File: config.mk
export PLATFORM = sky130hd
export DESIGN_NAME = wolf_top
export DESIGN_NICKNAME = d
export VERILOG_FILES = /design/src/include/wolf_pkg.sv /design/src/verilog/wolf_crc.sv /design/src/verilog/wolf_wake_out.sv /design/src/verilog/wolf_top.sv
export VERILOG_INCLUDE_DIRS = /design/src /design/src/include
export SDC_FILE = /design/constraint.sdc
export NUM_CORES = 1
export LEC_CHECK = 0
export BUFFER_PORTS_ARGS = -buffer_cell sky130_fd_sc_hd__buf_2
export CAP_MARGIN = 20
export CORE_UTILIZATION = 60
export CTS_BUF_LIST = sky130_fd_sc_hd__clkbuf_16
export DETAILED_ROUTE_END_ITERATION = 6
export MAX_ROUTING_LAYER = met4
export PLACE_DENSITY = 0.8
export SLEW_MARGIN = 20
export SYNTH_ARGS = -nofsm -noshare
export SYNTH_HDL_FRONTEND = slang
export SYNTH_HIERARCHICAL = 1
export SYNTH_SLANG_ARGS = --single-unit
File: constraint.sdc
create_clock -name clock -period 4.3 [get_ports clock]
set_clock_uncertainty 0.1 [all_clocks]
set_input_delay 0.86 -clock clock [delete_from_list [all_inputs] [get_ports clock]]
set_output_delay 0.86 -clock clock [all_outputs]
set_load 0.01 [all_outputs]
File: src/include/wolf_defines.svh
/*
 Register offsets, field positions, reset values and timing counts of the
 wake-on-LAN receive filter. Included by bare name; definitions only.
*/
// Operation
// - Release bit clears level-mode wake output
// - Pulse length code selects 8 to 64 wake-rate ticks
// - Style bit picks level or pulse mode
// - Extended enable gates all receive detection
// - Password check demands matching 48-bit password
// - Unicast enable wakes on address match
// - Broadcast enable wakes on broadcast, resets set
// - Pattern enable wakes on pattern match
// - Magic enable wakes on magic packet
// - Status flags latch, clear on read
// - Wrong delimiter byte sets delimiter error
// - CRC failure sets bad checksum flag
// - Password mismatch sets violation flag
// - Unicast match sets unicast received flag
// - Broadcast frame sets broadcast received flag
// - Pattern frame sets pattern received flag
// - Magic packet sets magic received flag
// - Match address in three words, reset zero
// - Password low word read-write, reset zero
// - Password mid and high words, reset zero
`ifndef WOLF_DEFINES_SVH
`define WOLF_DEFINES_SVH
////////////////////////////////////////////////////////////////////////////////
// Register offsets
`define WOLF_OFS_CFG  16'h0134
`define WOLF_OFS_STS  16'h0135
`define WOLF_OFS_ADRL 16'h0136
`define WOLF_OFS_ADRM 16'h0137
`define WOLF_OFS_ADRH 16'h0138
`define WOLF_OFS_PWL  16'h0139
`define WOLF_OFS_PWM  16'h013A
`define WOLF_OFS_PWH  16'h013B
// Reset values and writable masks
`define WOLF_CFG_RESET  16'h0004
`define WOLF_CFG_MASK   16'h0FB7
`define WOLF_STS_RESET  8'h00
`define WOLF_WORD_RESET 16'h0000
// Configuration fields
`define WOLF_B_RELEASE 11
`define WOLF_B_LEN_HI  10
`define WOLF_B_LEN_LO  9
`define WOLF_B_STYLE   8
`define WOLF_B_EXT     7
`define WOLF_B_PWEN    5
`define WOLF_B_UNI     4
`define WOLF_B_BC      2
`define WOLF_B_PAT     1
`define WOLF_B_MAG     0
// Status fields
`define WOLF_S_DELIM 7
`define WOLF_S_CRC   6
`define WOLF_S_PWV   5
`define WOLF_S_UNI   4
`define WOLF_S_BC    2
`define WOLF_S_PAT   1
`define WOLF_S_MAG   0
// Frame constants
`define WOLF_SFD_BYTE    8'h5D
`define WOLF_SYNC_BYTE   8'hFF
`define WOLF_SYNC_LEN    6
`define WOLF_ADDR_REPS   16
`define WOLF_CRC_INIT    32'hFFFFFFFF
`define WOLF_CRC_POLY    32'hEDB88320
`define WOLF_CRC_RESIDUE 32'hDEBB20E3
// Timing: wake pulse counted in ticks of the slower wake rate
`define WOLF_CLK_MHZ    250
`define WOLF_WAKE_MHZ   125
`define WOLF_TICK_DIV   (`WOLF_CLK_MHZ / `WOLF_WAKE_MHZ)
`define WOLF_PULSE_BASE 8
`endif

File: src/include/wolf_pkg.sv
/*
 Types of the wake-on-LAN receive filter: receive byte carrier, magic packet
 states and the state record of each module. Assumes nothing else.
*/
package wolf_pkg;
	// One received byte with its framing marks
	typedef struct packed {
		logic       valid; // Byte present this cycle
		logic       start; // Byte is the frame delimiter
		logic       last;  // Final byte of frame, FCS included
		logic [7:0] data;  // Byte value
	} wolf_rx_byte_t;
	// Magic packet search states
	typedef enum logic [1:0] {
		WOLF_HUNT  = 2'b00,
		WOLF_ADDR  = 2'b01,
		WOLF_PASS  = 2'b10,
		WOLF_MATCH = 2'b11
	} wolf_magic_t;
	// Checksum state
	typedef struct packed {
		logic [31:0] crc;
	} wolf_crc_st_t;
	// Wake output state
	typedef struct packed {
		logic       wake;
		logic [1:0] ph;
		logic [7:0] cnt;
	} wolf_wake_st_t;
	// Filter state
	typedef struct packed {
		logic [15:0] cfg;
		logic [7:0]  sts;
		logic [47:0] adr;
		logic [47:0] pw;
		logic [15:0] rdata;
		logic        in_frame;
		logic        done;
		logic [2:0]  cnt;
		logic        da_uni;
		logic        da_bc;
		logic        pat;
		wolf_magic_t mst;
		logic [2:0]  run;
		logic [2:0]  idx6;
		logic [3:0]  rep;
		logic        pw_bad;
	} wolf_top_st_t;
endpackage : wolf_pkg

File: src/verilog/wolf_crc.sv
/*
 Running Ethernet CRC-32 over received bytes, reflected form.
 Assumes the FCS bytes are shifted in too, so a good frame leaves the residue.
*/
`timescale 1ns/1ps
`include "wolf_defines.svh"
module wolf_crc (
	input  wire logic       clock,
	input  wire logic       rst_b,
	input  wire logic       restart,
	input  wire logic       shift,
	input  wire logic [7:0] data,
	output logic            good
);
	import wolf_pkg::*;
	wolf_crc_st_t s;      // Current checksum
	wolf_crc_st_t next_s; // Next checksum
	// One byte through the reflected polynomial, LSB first
	function automatic logic [31:0] wolf_crc_byte(input logic [31:0] c, input logic [7:0] d);
		logic [31:0] r;
		r = c;
		for (int i = 0; i < 8; i++) begin
			r = (r[0] ^ d[i]) ? ((r >> 1) ^ `WOLF_CRC_POLY) : (r >> 1);
		end
		return r;
	endfunction : wolf_crc_byte
	// Restart on the delimiter, shift on every frame byte
	always_comb begin
		next_s = s;
		if (restart)
			next_s.crc = `WOLF_CRC_INIT;
		else if (shift)
			next_s.crc = wolf_crc_byte(s.crc, data);
	end
	always_ff @(posedge clock or negedge rst_b) begin
		if (!rst_b)
			s <= '0;
		else
			s <= next_s;
	end
	// Residue check
	assign good = (s.crc == `WOLF_CRC_RESIDUE);
endmodule : wolf_crc

File: src/verilog/wolf_wake_out.sv
/*
 Wake output generator: level mode held until released, or pulse mode
 stretched in ticks of the 125-MHz rate. Assumes trigger and release are
 one-cycle pulses on the same clock.
*/
`timescale 1ns/1ps
`include "wolf_defines.svh"
module wolf_wake_out (
	input  wire logic       clock,
	input  wire logic       rst_b,
	input  wire logic       trigger,
	input  wire logic       style,
	input  wire logic [1:0] len_code,
	input  wire logic       release_now,
	output logic            wake
);
	import wolf_pkg::*;
	localparam logic [1:0] TICK_LAST = 2'(`WOLF_TICK_DIV - 1);
	wolf_wake_st_t s;      // Current state
	wolf_wake_st_t next_s; // Next state
	logic [7:0]    len;    // Pulse length in ticks
	logic          tick;   // One cycle in each wake-rate period
	logic [8:0]    hi;     // Helper: cycles high since trigger
	logic [8:0]    want;   // Helper: expected high cycles
	assign len  = 8'(`WOLF_PULSE_BASE) << len_code;
	assign tick = (s.ph == TICK_LAST);
	assign want = {len, 1'b0};
	////////////////////////////////////////////////////////////////////////////
	// Mode select and stretch count
	always_comb begin
		next_s    = s;
		next_s.ph = tick ? 2'h0 : 2'(s.ph + 2'h1);
		if (style) begin
			// Level: set wins over release
			next_s.cnt = 8'h00;
			if (trigger)
				next_s.wake = 1'b1;
			else if (release_now)
				next_s.wake = 1'b0;
		end else begin
			// Pulse: release has no effect
			if (trigger) begin
				next_s.cnt  = len;
				next_s.wake = 1'b1;
			end else if (s.cnt == 8'h00) begin
				next_s.wake = 1'b0;
			end else if (tick) begin
				next_s.cnt = 8'(s.cnt - 8'h01);
				if (s.cnt == 8'h01)
					next_s.wake = 1'b0;
			end
		end
	end
	always_ff @(posedge clock or negedge rst_b) begin
		if (!rst_b)
			s <= '0;
		else
			s <= next_s;
	end
	assign wake = s.wake;
	// Helper counter of high cycles
	always_ff @(posedge clock or negedge rst_b) begin
		if (!rst_b)
			hi <= 9'h000;
		else if (trigger || !s.wake)
			hi <= 9'h000;
		else
			hi <= 9'(hi + 9'h001);
	end
	////////////////////////////////////////////////////////////////////////////
	// Checks
	property p_pulse_len;
		@(posedge clock) disable iff (!rst_b)
		$fell(s.wake) && !style && $stable(len_code) && $stable(style) |-> (hi + 9'h001 >= want) && (hi <= want);
	endproperty
	a_pulse_len: assert property (p_pulse_len) else $error("wake pulse length wrong");
	property p_level_hold;
		@(posedge clock) disable iff (!rst_b)
		s.wake && style && !release_now |=> s.wake;
	endproperty
	a_level_hold: assert property (p_level_hold) else $error("level wake dropped");
endmodule : wolf_wake_out

File: src/verilog/wolf_top.sv
/*
 Wake-on-LAN receive filter: register file, frame inspection for unicast,
 broadcast, pattern and magic packets, status flags and wake output.
 Assumes received bytes and the pattern-hit pulse come from logic on the
 same clock, and a gap of at least one idle cycle between frames.
*/
// The address-and-strobe port was decided locally.
`timescale 1ns/1ps
`include "wolf_defines.svh"
module wolf_top (
	input  wire logic                  clock,
	input  wire logic                  rst_b,
	input  wire logic [15:0]           addr,
	input  wire logic [15:0]           wdata,
	input  wire logic                  wr,
	input  wire logic                  rd,
	input  wire wolf_pkg::wolf_rx_byte_t rx,
	input  wire logic                  pattern_hit,
	output logic [15:0]                rdata,
	output logic                       wake_out
);
	import wolf_pkg::*;
	wolf_top_st_t s;       // Current state
	wolf_top_st_t next_s;  // Next state
	logic [7:0]   set_v;   // Status events this cycle
	logic [7:0]   en_v;    // Wake enables aligned with status
	logic [7:0]   clr_v;   // Status bits cleared by a read
	logic [15:0]  rd_word; // Read multiplexer
	logic         ext;     // Extended receive enable
	logic         trig;    // Wake trigger
	logic         crc_ok;  // Checksum residue good
	logic         rd_sts;  // Status register read
	logic [7:0]   d;       // Current receive byte
	////////////////////////////////////////////////////////////////////////////
	// Byte i of a 48-bit word, byte 0 being bits 47:40
	function automatic logic [7:0] wolf_pick(input logic [47:0] v, input logic [2:0] i);
		return v[8 * (5 - i) +: 8];
	endfunction : wolf_pick
	// Offset decode
	function automatic logic wolf_hit(input logic [15:0] a, input logic [15:0] ofs);
		return (a == ofs);
	endfunction : wolf_hit
	assign ext    = s.cfg[`WOLF_B_EXT];
	assign d      = rx.data;
	assign rd_sts = rd && wolf_hit(addr, `WOLF_OFS_STS);
	assign clr_v  = rd_sts ? 8'hFF : 8'h00;
	////////////////////////////////////////////////////////////////////////////
	// Checksum over the frame bytes that follow the delimiter
	wolf_crc u_crc (
		.clock   (clock),
		.rst_b   (rst_b),
		.restart (rx.valid && rx.start),
		.shift   (rx.valid && !rx.start && s.in_frame),
		.data    (d),
		.good    (crc_ok)
	);
	////////////////////////////////////////////////////////////////////////////
	// Read multiplexer; reserved bits and unmapped offsets read zero
	always_comb begin
		case (addr)
			`WOLF_OFS_CFG:  rd_word = s.cfg;
			`WOLF_OFS_STS:  rd_word = {8'h00, s.sts};
			`WOLF_OFS_ADRL: rd_word = s.adr[15:0];
			`WOLF_OFS_ADRM: rd_word = s.adr[31:16];
			`WOLF_OFS_ADRH: rd_word = s.adr[47:32];
			`WOLF_OFS_PWL:  rd_word = s.pw[15:0];
			`WOLF_OFS_PWM:  rd_word = s.pw[31:16];
			`WOLF_OFS_PWH:  rd_word = s.pw[47:32];
			default:        rd_word = 16'h0000;
		endcase
	end
	////////////////////////////////////////////////////////////////////////////
	// Wake enables in status bit order
	always_comb begin
		en_v              = 8'h00;
		en_v[`WOLF_S_UNI] = s.cfg[`WOLF_B_UNI];
		en_v[`WOLF_S_BC]  = s.cfg[`WOLF_B_BC];
		en_v[`WOLF_S_PAT] = s.cfg[`WOLF_B_PAT];
		en_v[`WOLF_S_MAG] = s.cfg[`WOLF_B_MAG];
	end
	assign trig = ext && |(set_v & en_v);
	////////////////////////////////////////////////////////////////////////////
	// Registers, frame inspection and status events
	always_comb begin
		next_s       = s;
		set_v        = 8'h00;
		next_s.done  = 1'b0;
		next_s.rdata = 16'h0000;
		// Self-clearing release bit
		next_s.cfg[`WOLF_B_RELEASE] = 1'b0;
		// Read data stand for one cycle
		if (rd)
			next_s.rdata = rd_word;
		// Register writes; status is read only
		if (wr) begin
			case (addr)
				`WOLF_OFS_CFG:  next_s.cfg        = wdata & `WOLF_CFG_MASK;
				`WOLF_OFS_ADRL: next_s.adr[15:0]  = wdata;
				`WOLF_OFS_ADRM: next_s.adr[31:16] = wdata;
				`WOLF_OFS_ADRH: next_s.adr[47:32] = wdata;
				`WOLF_OFS_PWL:  next_s.pw[15:0]   = wdata;
				`WOLF_OFS_PWM:  next_s.pw[31:16]  = wdata;
				`WOLF_OFS_PWH:  next_s.pw[47:32]  = wdata;
				default:        next_s.cfg        = s.cfg;
			endcase
			next_s.cfg[`WOLF_B_RELEASE] = wolf_hit(addr, `WOLF_OFS_CFG) && wdata[`WOLF_B_RELEASE];
		end
		// Byte stream, only with extended receive on
		if (rx.valid && ext) begin
			if (rx.start) begin
				// Delimiter byte opens a frame or flags an error
				next_s.in_frame = (d == `WOLF_SFD_BYTE);
				if (d != `WOLF_SFD_BYTE)
					set_v[`WOLF_S_DELIM] = 1'b1;
				next_s.cnt    = 3'h0;
				next_s.da_uni = 1'b1;
				next_s.da_bc  = 1'b1;
				next_s.pat    = 1'b0;
				next_s.mst    = WOLF_HUNT;
				next_s.run    = 3'h0;
				next_s.idx6   = 3'h0;
				next_s.rep    = 4'h0;
				next_s.pw_bad = 1'b0;
			end else if (s.in_frame) begin
				// Destination address, first six bytes
				if (s.cnt < 3'h6) begin
					if (d != wolf_pick(s.adr, s.cnt))
						next_s.da_uni = 1'b0;
					if (d != `WOLF_SYNC_BYTE)
						next_s.da_bc = 1'b0;
					next_s.cnt = 3'(s.cnt + 3'h1);
				end
				// Magic packet search
				case (s.mst)
					WOLF_HUNT: begin
						if (s.run == 3'(`WOLF_SYNC_LEN) && d == wolf_pick(s.adr, 3'h0)) begin
							next_s.mst  = WOLF_ADDR;
							next_s.idx6 = 3'h1;
							next_s.rep  = 4'h0;
						end else if (d == `WOLF_SYNC_BYTE) begin
							if (s.run != 3'(`WOLF_SYNC_LEN))
								next_s.run = 3'(s.run + 3'h1);
						end else begin
							next_s.run = 3'h0;
						end
					end
					WOLF_ADDR: begin
						if (d != wolf_pick(s.adr, s.idx6)) begin
							// Broken copy: hunt again
							next_s.mst = WOLF_HUNT;
							next_s.run = (d == `WOLF_SYNC_BYTE) ? 3'h1 : 3'h0;
						end else if (s.idx6 == 3'h5) begin
							next_s.idx6 = 3'h0;
							if (s.rep == 4'(`WOLF_ADDR_REPS - 1))
								next_s.mst = s.cfg[`WOLF_B_PWEN] ? WOLF_PASS : WOLF_MATCH;
							else
								next_s.rep = 4'(s.rep + 4'h1);
						end else begin
							next_s.idx6 = 3'(s.idx6 + 3'h1);
						end
					end
					WOLF_PASS: begin
						// Password bytes after the address copies
						if (d != wolf_pick(s.pw, s.idx6))
							next_s.pw_bad = 1'b1;
						if (s.idx6 == 3'h5) begin
							next_s.idx6 = 3'h0;
							next_s.mst  = WOLF_MATCH;
						end else begin
							next_s.idx6 = 3'(s.idx6 + 3'h1);
						end
					end
					WOLF_MATCH: next_s.mst = WOLF_MATCH;
					default:    next_s.mst = WOLF_HUNT;
				endcase
				// Frame end: judge in the next cycle
				if (rx.last) begin
					next_s.in_frame = 1'b0;
					next_s.done     = 1'b1;
				end
			end
		end
		// Pattern matcher reports inside the frame
		if (pattern_hit && s.in_frame)
			next_s.pat = 1'b1;
		// Frame verdict once the checksum has settled
		if (s.done && ext) begin
			if (!crc_ok) begin
				set_v[`WOLF_S_CRC] = 1'b1;
			end else begin
				set_v[`WOLF_S_BC]  = s.da_bc;
				set_v[`WOLF_S_UNI] = s.da_uni;
				set_v[`WOLF_S_PAT] = s.pat;
				if (s.mst == WOLF_MATCH) begin
					if (s.cfg[`WOLF_B_PWEN] && s.pw_bad)
						set_v[`WOLF_S_PWV] = 1'b1;
					else
						set_v[`WOLF_S_MAG] = 1'b1;
				end else if (s.mst == WOLF_PASS && s.cfg[`WOLF_B_PWEN]) begin
					set_v[`WOLF_S_PWV] = 1'b1;
				end
			end
		end
		// Latch high, clear on read, set wins
		next_s.sts = (s.sts & ~clr_v) | set_v;
	end
	////////////////////////////////////////////////////////////////////////////
	// State register
	always_ff @(posedge clock or negedge rst_b) begin
		if (!rst_b) begin
			s     <= '0;
			s.cfg <= `WOLF_CFG_RESET;
		end else begin
			s <= next_s;
		end
	end
	assign rdata = s.rdata;
	////////////////////////////////////////////////////////////////////////////
	// Wake output
	wolf_wake_out u_wake (
		.clock       (clock),
		.rst_b       (rst_b),
		.trigger     (trig),
		.style       (s.cfg[`WOLF_B_STYLE]),
		.len_code    (s.cfg[`WOLF_B_LEN_HI:`WOLF_B_LEN_LO]),
		.release_now (s.cfg[`WOLF_B_RELEASE]),
		.wake        (wake_out)
	);
	////////////////////////////////////////////////////////////////////////////
	// Checks
	property p_delim;
		@(posedge clock) disable iff (!rst_b)
		rx.valid && rx.start && ext && rx.data != `WOLF_SFD_BYTE |=> s.sts[`WOLF_S_DELIM];
	endproperty
	a_delim: assert property (p_delim) else $error("delimiter error not flagged");
	property p_crc;
		@(posedge clock) disable iff (!rst_b)
		s.done && ext && !crc_ok |=> s.sts[`WOLF_S_CRC] && !s.sts[`WOLF_S_MAG];
	endproperty
	a_crc: assert property (p_crc) else $error("bad checksum not flagged");
	property p_rdclr;
		@(posedge clock) disable iff (!rst_b)
		rd_sts && set_v == 8'h00 |=> s.sts == 8'h00;
	endproperty
	a_rdclr: assert property (p_rdclr) else $error("status not cleared by read");
	property p_rdval;
		@(posedge clock) disable iff (!rst_b)
		rd_sts |=> rdata[15:8] == 8'h00 && rdata[7:0] == $past(s.sts);
	endproperty
	a_rdval: assert property (p_rdval) else $error("status read data wrong");
	property p_ext;
		@(posedge clock) disable iff (!rst_b)
		!ext |-> set_v == 8'h00 && !trig;
	endproperty
	a_ext: assert property (p_ext) else $error("event while extended receive off");
	property p_bcwake;
		@(posedge clock) disable iff (!rst_b)
		set_v[`WOLF_S_BC] && s.cfg[`WOLF_B_BC] |=> wake_out;
	endproperty
	a_bcwake: assert property (p_bcwake) else $error("broadcast did not wake");
	property p_pwv;
		@(posedge clock) disable iff (!rst_b)
		set_v[`WOLF_S_PWV] |-> s.cfg[`WOLF_B_PWEN] && !set_v[`WOLF_S_MAG];
	endproperty
	a_pwv: assert property (p_pwv) else $error("violation without password check");
	property p_release;
		@(posedge clock) disable iff (!rst_b)
		s.cfg[`WOLF_B_RELEASE] && s.cfg[`WOLF_B_STYLE] && !trig |=> !wake_out;
	endproperty
	a_release: assert property (p_release) else $error("release did not clear wake");
	property p_uni;
		@(posedge clock) disable iff (!rst_b)
		set_v[`WOLF_S_UNI] |-> s.da_uni && crc_ok && s.done;
	endproperty
	a_uni: assert property (p_uni) else $error("unicast flag without match");
endmodule : wolf_top

==> results.ini <==
[global_routing]
grt_pass1_vias=8960
overflow=0
antenna_found_initial=0
grt_start_max_net_pins=109
grt.total_usage=0.335
grt_pass1_wl_mm=49.7

[sta]
final.setup.tns_ps=0
fmax_mhz=251
hold_viol_final=0
min_period_over_period=0.927
worstMarginPinSlew_ps=1040
finalMaxSlewViolations=0
slew_headroom=0.307
rsz0062_at_grt=no
setup_viol=0
period_needed_ps=3990

[floorplanning]
start_util=0.611
die-area_mm2=0.0203
core_area_mm2=0.0194
die_h_um=143
die_w_um=143
rows=51
ios=65

[drt]
vias_per_cell=6.65
routedWlPerCell_um=23.0
vias=9108
drc_errors=0
drtIter0Drc=1019
firstDrtPassIters=6
routed_wirelength_mm=31.4
ant_nets=0

[clock_tree]
clk_pin_slew_ps=70
tritoncts=yes
htreeDepth=4
ctsHoldBuffers=0
cts_resized=0
cts_sinks=194
cts_buffers=17
clock_latency_ps=450
postCtsSetupBuffers=0
cts-root-buf=clkbuf_16
cts_buffer_depth=2

[placed_design]
place.gp.congestion=0.977
dp_hpwl_mm=22.3
place_area_mm2=0.0123
port_buffers=64

[pwr]
total_power_mw=3.71
p_int_mw=2.76
p_sw_mw=0.956
sequentialPowerShare=0.491
combPwrFrac=0.081
p_leak_nw=5.65
p_per_area_mw_per_mm2=288
clkPwrFrac=0.428
peakVddDrop_mv=0.282
sw_frac_of_total=0.257

[logic_synthesis]
synth_top_area_frac=0.408
synth_seq_cells=194
synth-main-ff-cell=dfrtp_1
synth-edff-count=0
synthArstFlopShare=1.00
yosys-top-cells-area=dfrtp_1, mux2_2, xnor2_1
yosysTopAreaCell=dfrtp_1
syn_nets=1127
netlist_instances=1063
avgSynthCellArea_um2=11.1
netlist_area_mm2=0.0118
synth_cell_types=87
ys_seq_area_frac=0.410
yosysWarnings=6

[setup_path]
cp.arrival_ps=4220
worstSetupEndpointType=flip-flop
slowest_stage=nor3b_1
crit_chain=inv_1, ha_1, buf_4, nor3b_1, a222oi_1, xnor2_1, a2111oi_4, nand2_4, a311oi_4, mux2_1
cp-start-kind=flip-flop
worstPathRequired_ps=4530
worst-setup-path-type=reg2reg
slowest_delay_ps=720
worst-path-max-fanout=12

[finish]
fin_area_mm2=0.0129
antenna_cells=0
area_delta_synth_final_pct=8.90
nNetsFinal=1155
drive_gt1_frac=0.293

[outcome]
status=complete, no violations

[hold_path]
hold_class=reg2reg

[flow_run]
cap_violations=0

-- layout make-up --
cell class / instances / area [um^2]
clock inverters: 15 / 153
flip-flops and latches: 194 / 4860
well taps: 265 / 332
clock buffers: 17 / 425
fillers: 1507 / 6500
multi-input cells: 774 / 6550
inverters: 16 / 60.1
repair buffers: 88 / 522
-- cell usage in the layout, fill, tap and decap left out, types with 27 or more instances in the layout --
| master | instances |
|---|---|
| nand2_1 | 43 |
| mux2_2 | 134 |
| xor2_1 | 27 |
| nor2_1 | 52 |
| buf_2 | 63 |
| xnor2_1 | 49 |
| a21oi_1 | 52 |
| a22oi_1 | 28 |
| dfrtp_1 | 193 |
-- stage by stage --
step | cells | hold WS (ps) | setup WS (ps) | util
after floorplan | 1063 | 309 | 648 | -
after global placement | 1337 | 324 | 425 | 0.635
after detailed placement | 1337 | 335 | 412 | 0.635
after CTS | 1369 | 341 | 387 | 0.665
after global routing | 1369 | 355 | 96.2 | 0.665
final | 1369 | 341 | 315 | 0.665
-- path summary, 6_finish.rpt --
| check | from | to | slack (ps) | cells past startpoint |
|---|---|---|---|---|
| max | s[6] | s[9] | 310 | 10 |
| min | u_wake/s[8] | u_wake/s[8] | 340 | 1 |
| max reg2reg | s[6] | s[9] | 310 | 10 |
| min reg2reg | u_wake/s[8] | u_wake/s[8] | 340 | 1 |
| max in group asynchronous | rst_b | s[116] | 2770 | 2 |
| min in group asynchronous | rst_b | u_wake/s[1] | 410 | 1 |
-- power by group through the flow --
stage	Combinational [mW]	Sequential, mW	Clock, mW
2_1_floorplan	0.185	1.86	0
3_3_place_gp	0.298	1.86	0
3_5_place_dp	0.301	1.86	0
4_1_cts	0.303	1.82	1.60
5_1_grt	0.327	1.82	1.68
6_report	0.302	1.82	1.59
-- layer usage --
layer,global-route usage,share of wire,routed length (um),vias up
met5,-,0,0,-
met4,0.150,0.035,1110,0
met3,0.0633,0.078,2450,89
met2,0.515,0.48,15000,421
met1,0.433,0.41,12900,4605
li1,-,-,-,3993
-- worst max-delay path, delay by kind of cell, from the launching register on --
family,cells,cell delay (ps)
mux,1,350
compound gates,3,1140
buf+inv,2,310
flops,1,530
xor+xnor,1,210
fa+ha+maj,1,330
simple gates,2,880
-- cell families after synthesis --
family | synth area share
xor+xnor | 0.0888
compound gates | 0.138
buf+inv | 0.0371
fa+ha+maj | 0.0169
flops | 0.410
simple gates | 0.123
mux | 0.186
-- Yosys cell counts, types with 6 or more instances --
library cell	instances
mux2_1	7
xnor2_2	7
xnor2_1	49
a222oi_1	14
ha_1	16
mux4_2	16
nor3_1	20
nor4_1	7
buf_1	7
buf_2	6
nand2_1	43
nor3b_1	7
clkbuf_1	48
and2_1	6
a22o_1	14
dfrtp_1	193
xor2_1	27
o21ai_0	14
a31oi_1	16
a32oi_1	6
buf_4	16
or2_2	20
inv_1	15
nor2_1	52
a211oi_1	6
xnor2_4	6
and3_1	13
nand4_1	8
a22oi_1	28
mux2_2	134
nand3_1	22
nor2b_1	23
nand2b_1	7
a211o_1	15
mux2i_1	23
o22ai_1	7
a21oi_1	52
-- sequential cells by signal (all words and copies together), names as in the netlist --
register	flops
en_v	4
ext	1
rdata	16
s	130
u_crc/s	32
u_wake/s	10
u_wake/wake	1
No activity file was read; power rests on OpenSTA's default activity.
